[src/ident_pkg.sv]
// Constants for the identify parameter words 80 to 85
// Function
// - Word 80 reports major versions 2 to 5
// - Word 80 high, obsolete, reserved bits zero
// - Word 81 returns fixed minor version code
// - Word 82 sets supported command set bits
// - Word 82 absent features and reserved read zero
// - Word 83 fixed pattern plus feature claims
// - Word 84 fixed pattern plus SMART logging
// - Word 85 shipping value, look-ahead in bit 6
// - Word 85 bit 5 follows write cache
// - Word 85 bit 1 follows security mode
// - Word 85 bit 0 follows SMART enable
// - Identify: busy, fill buffer, data request, interrupt
// - Every reserved bit or word reads zero
package ident_pkg;
  localparam logic [15:0] WORD80_VAL      = 16'h003C;
  localparam logic [15:0] WORD81_VAL      = 16'h0013;
  localparam logic [15:0] WORD82_VAL      = 16'h746B;
  localparam logic [15:0] WORD83_VAL      = 16'h5988;
  localparam logic [15:0] WORD84_VAL      = 16'h4003;
  localparam logic [15:0] WORD85_SHIP     = 16'h7468;
  localparam logic [15:0] WORD85_LIVE_MSK = 16'h0063;
  localparam int          LOOKAHEAD_BIT   = 6;
  localparam int          WCACHE_BIT      = 5;
  localparam int          SECURITY_BIT    = 1;
  localparam int          SMART_BIT       = 0;
  localparam logic [6:0]  FIRST_INDEX     = 7'h50;
  localparam int          WORD_COUNT      = 6;
  localparam logic        LOOKAHEAD_RST   = 1'b1;
  localparam logic        WCACHE_RST      = 1'b1;
  localparam logic        SECURITY_RST    = 1'b0;
  localparam logic        SMART_RST       = 1'b0;
  typedef enum logic [1:0] {
    ST_IDLE = 2'b00,
    ST_FILL = 2'b01,
    ST_DRQ  = 2'b11
  } serve_state_t;
endpackage : ident_pkg

[src/ident_word_rom.sv]
// Word builder: maps a word index to its identify value
`timescale 1ns/1ps
module ident_word_rom
  import ident_pkg::*;
(
  input  wire logic [2:0]  sel_i,
  input  wire logic        lookahead_i,
  input  wire logic        wcache_i,
  input  wire logic        security_i,
  input  wire logic        smart_i,
  output logic      [15:0] word_o
);
  logic [15:0] live;

  always_comb begin
    live                = WORD85_SHIP & ~WORD85_LIVE_MSK;
    live[LOOKAHEAD_BIT] = lookahead_i;
    live[WCACHE_BIT]    = wcache_i;
    live[SECURITY_BIT]  = security_i;
    live[SMART_BIT]     = smart_i;
    case (sel_i)
      3'h0:    word_o = WORD80_VAL;
      3'h1:    word_o = WORD81_VAL;
      3'h2:    word_o = WORD82_VAL;
      3'h3:    word_o = WORD83_VAL;
      3'h4:    word_o = WORD84_VAL;
      3'h5:    word_o = live;
      default: word_o = 16'h0000;
    endcase
  end
endmodule : ident_word_rom

[src/ident_words.sv]
// Identify words 80 to 85: feature state, snapshot buffer and read-out
`timescale 1ns/1ps
module ident_words
  import ident_pkg::*;
(
  input  wire logic        clk_i,
  input  wire logic        rstn_i,
  input  wire logic        identify_i,
  input  wire logic        lookahead_en_i,
  input  wire logic        lookahead_dis_i,
  input  wire logic        wcache_en_i,
  input  wire logic        wcache_dis_i,
  input  wire logic        security_set_i,
  input  wire logic        security_clr_i,
  input  wire logic        smart_en_i,
  input  wire logic        smart_dis_i,
  input  wire logic        status_read_i,
  input  wire logic        data_read_i,
  output logic             busy_o,
  output logic             drq_o,
  output logic             intrq_o,
  output logic      [15:0] data_o,
  output logic      [2:0]  index_o
);
  // ----------------------------------------------------------------
  // Live feature state
  // ----------------------------------------------------------------
  logic lookahead, wcache, security, smart;
  logic next_lookahead, next_wcache, next_security, next_smart;

  // Enable wins if both arrive together, so a fresh enable is not lost
  always_comb begin
    next_lookahead = lookahead;
    next_wcache    = wcache;
    next_security  = security;
    next_smart     = smart;
    if (lookahead_dis_i) next_lookahead = 1'b0;
    if (lookahead_en_i)  next_lookahead = 1'b1;
    if (wcache_dis_i)    next_wcache    = 1'b0;
    if (wcache_en_i)     next_wcache    = 1'b1;
    if (security_clr_i)  next_security  = 1'b0;
    if (security_set_i)  next_security  = 1'b1;
    if (smart_dis_i)     next_smart     = 1'b0;
    if (smart_en_i)      next_smart     = 1'b1;
  end

  always_ff @(posedge clk_i or negedge rstn_i) begin
    if (!rstn_i) begin
      lookahead <= LOOKAHEAD_RST;
      wcache    <= WCACHE_RST;
      security  <= SECURITY_RST;
      smart     <= SMART_RST;
    end else begin
      lookahead <= next_lookahead;
      wcache    <= next_wcache;
      security  <= next_security;
      smart     <= next_smart;
    end
  end

  // ----------------------------------------------------------------
  // Sector buffer fill and host read-out
  // ----------------------------------------------------------------
  // Snapshot keeps the words stable while the host reads, even if
  // a feature command lands mid-transfer.
  logic [15:0]  buffer [WORD_COUNT];
  logic [15:0]  rom_word;
  logic [2:0]   ptr, next_ptr;
  serve_state_t state, next_state;
  logic         next_busy, next_drq, next_intrq;
  logic [15:0]  next_data;

  // Pointer helpers shared by the fill and read-out paths
  function automatic logic last_word(input logic [2:0] p);
    return p == 3'(WORD_COUNT - 1);
  endfunction : last_word

  function automatic logic [2:0] step_ptr(input logic [2:0] p);
    return p + 3'h1;
  endfunction : step_ptr

  ident_word_rom u_rom (
    .sel_i       (ptr),
    .lookahead_i (lookahead),
    .wcache_i    (wcache),
    .security_i  (security),
    .smart_i     (smart),
    .word_o      (rom_word)
  );

  always_comb begin
    next_state = state;
    next_ptr   = ptr;
    next_busy  = busy_o;
    next_drq   = drq_o;
    next_intrq = intrq_o;
    next_data  = data_o;
    case (state)
      ST_IDLE: begin
        if (identify_i) begin
          next_state = ST_FILL;
          next_ptr   = 3'h0;
          next_busy  = 1'b1;
        end
      end
      ST_FILL: begin
        if (last_word(ptr)) begin
          next_state = ST_DRQ;
          next_ptr   = 3'h0;
          next_busy  = 1'b0;
          next_drq   = 1'b1;
          next_intrq = 1'b1;
          next_data  = buffer[0];
        end else begin
          next_ptr = step_ptr(ptr);
        end
      end
      ST_DRQ: begin
        if (status_read_i) next_intrq = 1'b0;
        if (data_read_i) begin
          if (last_word(ptr)) begin
            next_state = ST_IDLE;
            next_drq   = 1'b0;
            next_ptr   = 3'h0;
            next_data  = 16'h0000;
          end else begin
            next_ptr  = step_ptr(ptr);
            next_data = buffer[step_ptr(ptr)];
          end
        end
      end
      default: begin
        next_state = ST_IDLE;
        next_ptr   = 3'h0;
        next_busy  = 1'b0;
        next_drq   = 1'b0;
        next_intrq = 1'b0;
        next_data  = 16'h0000;
      end
    endcase
  end

  always_ff @(posedge clk_i or negedge rstn_i) begin
    if (!rstn_i) begin
      state   <= ST_IDLE;
      ptr     <= 3'h0;
      busy_o  <= 1'b0;
      drq_o   <= 1'b0;
      intrq_o <= 1'b0;
      data_o  <= 16'h0000;
      index_o <= 3'h0;
    end else begin
      state   <= next_state;
      ptr     <= next_ptr;
      busy_o  <= next_busy;
      drq_o   <= next_drq;
      intrq_o <= next_intrq;
      data_o  <= next_data;
      index_o <= next_ptr;
    end
  end

  // Buffer has no reset; it is always filled before it is read
  always_ff @(posedge clk_i) begin
    if (state == ST_FILL) buffer[ptr] <= rom_word;
  end
endmodule : ident_words

[config.mk]
export PLATFORM = sky130hd
export DESIGN_NAME = ident_words
export DESIGN_NICKNAME = d
export VERILOG_FILES = /design/src/ident_pkg.sv /design/src/ident_word_rom.sv /design/src/ident_words.sv
export SDC_FILE = /design/constraint.sdc
export NUM_CORES = 1
export LEC_CHECK = 0
export ABC_CLOCK_PERIOD_IN_PS = 3000
export CAP_MARGIN = 10
export CORE_UTILIZATION = 32
export CTS_BUF_LIST = sky130_fd_sc_hd__clkbuf_8
export CTS_CLUSTER_DIAMETER = 40
export DETAILED_ROUTE_END_ITERATION = 16
export DONT_BUFFER_PORTS = 1
export GPL_ROUTABILITY_DRIVEN = 0
export MAX_ROUTING_LAYER = met4
export PLACE_DENSITY = 0.44
export SYNTH_ARGS = -nofsm -noshare
export SYNTH_HDL_FRONTEND = slang
export SYNTH_HIERARCHICAL = 1
export SYNTH_SLANG_ARGS = --single-unit
[constraint.sdc]
create_clock -name clk_i -period 3 [get_ports clk_i]
set_input_delay 0.45 -clock clk_i [delete_from_list [all_inputs] [get_ports clk_i]]
set_output_delay 0.45 -clock clk_i [all_outputs]
set_load 0.05 [all_outputs]
==> results.py <==
metrics = {
    "outcome": {
        "run_status": "completed",
    },
    "final_layout": {
        "finalCoreUtilization_pct": 37.0,
        "postLayoutCellArea_um2": 6440,
        "share_of_layout_cells_above_drive_strength_1_pct": 22.1,
        "layout-area-overhead-vs-synth_pct": 12.2,
        "final_nets": 404,
        "antenna_cells": 0,
        "layoutNonFillerInstCount": 627,
    },
    "worst_setup_path": {
        "timing.critical_path.required_ns": 3.11,
        "cp-end-kind": "flop",
        "worst_reg_to_reg_path_cell_count": 3,
        "crit_fanout": 20,
        "cp-start-kind": "flop",
        "crit_type": "flop to flop",
        "worst-endpoint-arrival_ns": 2.33,
    },
    "routing": {
        "count_of_antenna_violating_nets_left_after_detailed_routing": 0,
        "routedWlPerCell_um": 22.6,
        "detail_route.wirelength_um": 14200,
        "drt_drc_violations_left": 0,
        "drt_iter0_markers": 261,
        "detail_route.first_pass.iterations": 4,
        "viasPerCell": 5.39,
        "dr_total_vias": 3379,
    },
    "logic_synthesis": {
        "yosysTopAreaCellShare_pct": 50.2,
        "synth_top_cells_by_area": "edfxtp_1 (50%), dfrtp_1 (11%), o211ai_1 (4.1%)",
        "synthDistinctLibCells": 48,
        "synth_common_cells": "edfxtp_1 (96), a31oi_1 (33), o211ai_1 (31)",
        "synth_area_um2": 5740,
        "synth_cells": 389,
        "synth_most_common_cell": "edfxtp_1",
        "average_footprint_of_a_synthesized_cell_um2": 14.8,
        "number_of_flops_mapped_to_enable_cells_by_yosys": 96,
        "share_of_synthesized_registers_carrying_an_async_set_or_reset_pct": 22.6,
        "share_of_the_yosys_chip_area_belonging_to_registers_pct": 62.5,
        "postSynthRegisterBits": 124,
        "synth_top_area_cell": "edfxtp_1",
        "synth_warnings": 6,
        "synth_top_flop_cell": "edfxtp_1",
    },
    "sta": {
        "timing_max_transition_violations_final": 0,
        "timing.final.crit_period_ns": 2.22,
        "min_period_over_period_pct": 74.0,
        "max_clock_freq_mhz": 450,
        "finalSetupViolations": 0,
        "final_hold_viol_count": 0,
        "postLayoutSetupSlackWorst_ns": 0.779,
        "max_slew.worst_pin.slew_ns": 0.855,
        "setup_tns_ns": 0,
        "finClkSkew_ns": 0.0102,
        "max-slew-margin-rel_pct": 42.6,
        "grt_setup_unrepaired": "no",
    },
    "floorplan": {
        "row_count": 48,
        "die_height_um": 136,
        "initial_core_util_pct": 32.9,
        "pin_count": 35,
        "die_span_x_um": 136,
        "floorplan.die_area_um2": 18500,
        "placeableCoreArea_um2": 17400,
    },
    "global_routing": {
        "overflow": 0,
        "top_usage_layer": "met2",
        "groute.layer.met2.usage_pct": 28.0,
        "grt_antenna_before_repair": 0,
        "first_pass_grt_wire_length_um": 21500,
        "grt_max_degree": 36,
        "grt_util_met3_pct": 4.29,
        "vias_in_the_first_global_route": 3434,
        "groute.layer.met1.usage_pct": 20.6,
        "grt.total_usage_pct": 17.1,
    },
    "flow_run": {
        "timing.max_cap.violations": 0,
    },
    "cts": {
        "cts_post_setup_buffers_inserted": 0,
        "clock_sinks": 124,
        "numCtsBuffers": 17,
        "postCtsHoldBufs": 2,
        "ctsHtreeMaxLevel": 4,
        "cts_root_buf": "clkbuf_8",
        "clk_pin_slew_worst_paths_ns": 0.07,
        "cts_tree": "yes",
        "clk_latency_ns": 0.43,
        "cts-root-to-sink-buffers": 2,
        "cts_repair_resize_count": 0,
    },
    "hold_path": {
        "hold_class": "input pin to flop",
        "timing.hold.worst_path_depth": 1,
    },
    "placement": {
        "dp.cells": 593,
        "place_worst_setup_slack_ns": 0.781,
        "detailedPlacementHpwl_um": 8970,
        "buffer_ports.inserted": 0,
        "placement.cell_area_um2": 5990,
    },
    "power": {
        "cellLeakagePower_nw": 2.23,
        "total_power_divided_by_cell_area_nw_per_um2": 1250,
        "vdd_ir_drop_max_mv": 0.750,
    },
}
[through the flow]
| step | total power, mW | hold WS, ns |
|---|---|---|
| after global placement | 6.52 | 0.156 |
| after CTS | 8.13 | 0.0657 |
| final | 8.04 | 0.105 |
| after global routing | 8.51 | 0.0603 |
| after detailed placement | 6.55 | 0.156 |
| after floorplan | 5.69 | 0.154 |
[cell usage in the layout, fill, tap and decap left out, types with 2 or more instances in the layout]
cell type and n:
clkbuf_8 17, edfxtp_1 96, and3b_1 2, buf_12 5, mux2_2 16, inv_1 14
o2bb2ai_1 16, a21o_1 23, dfrtp_2 3, nand2b_1 2, nor2b_1 2, conb_1 2
a21oi_1 6, nand3_1 4, a311oi_1 2, dfrtp_1 23, o211ai_1 31, ha_1 2
nor2_1 9, mux4_2 10, mux4_1 6, a22o_1 2, nor3_2 3, a31oi_1 33
buf_4 19, a41o_1 2, clkinv_2 2, dfstp_2 2, a2bb2oi_1 16, o21ai_0 4
clkinvlp_4 4, nand2_1 2, bufinv_16 4, nand3b_1 2
[worst paths after layout]
kind / from / to / slack, ns
worst min-delay path: smart_en_i / smart / 0.11
worst min register to register: smart / smart / 0.48
worst max-delay path: ptr[0] / buffer[0][0] / 0.78
max in group asynchronous: rstn_i / wcache / 2.30
min in group asynchronous: rstn_i / smart / 0.46
worst max register to register: ptr[0] / buffer[0][0] / 0.78
[area by class of cell]
cell class	count	area [µm²]
flip-flops and latches	124	3590
clock inverters	15	184
well taps	225	282
inverters	11	41.3
multi-input cells	210	1850
fillers	1659	11000
repair buffers	25	253
clock buffers	17	234
[flip-flops by register name, summed over array words and instances (netlist names)]
name and count:
intrq_o 1, wcache 1, busy_o 1, drq_o 1
data_o 16, state 2, smart 1, security 1
ptr 3, buffer 96, lookahead 1
[where the power goes]
group	internal, mW	switching (mW)	total, mW
registers	2.64	0.848	3.48
clock network	0.890	0.657	1.55
logic	1.26	1.75	3.01
[layer usage]
metal	share of wire [%]	wire, µm	up-vias
met3	4.9	688	11
met4	1.1	149	0
met2	50	7130	94
met1	44	6200	1704
met5	0	0	-
li1	-	-	1570
[logic make-up after synthesis]
group / Yosys count / share of synthesized area (%)
multiplexers: 32 / 9.81
AND/OR/NAND/NOR: 33 / 3.45
AO/OA/AOI/OAI: 139 / 18.0
other: 1 / 0.0654
XOR/XNOR: 2 / 0.305
adder cells (fa/ha/maj): 2 / 0.436
flip-flops: 124 / 62.5
buffers and inverters: 56 / 5.45
[critical path: stages (launching register included)]
cell and delay, ns:
dfrtp_2 0.60, buf_4 0.38, nor3_2 0.15, a311oi_1 0.76
(Power assumes the default switching activity.)
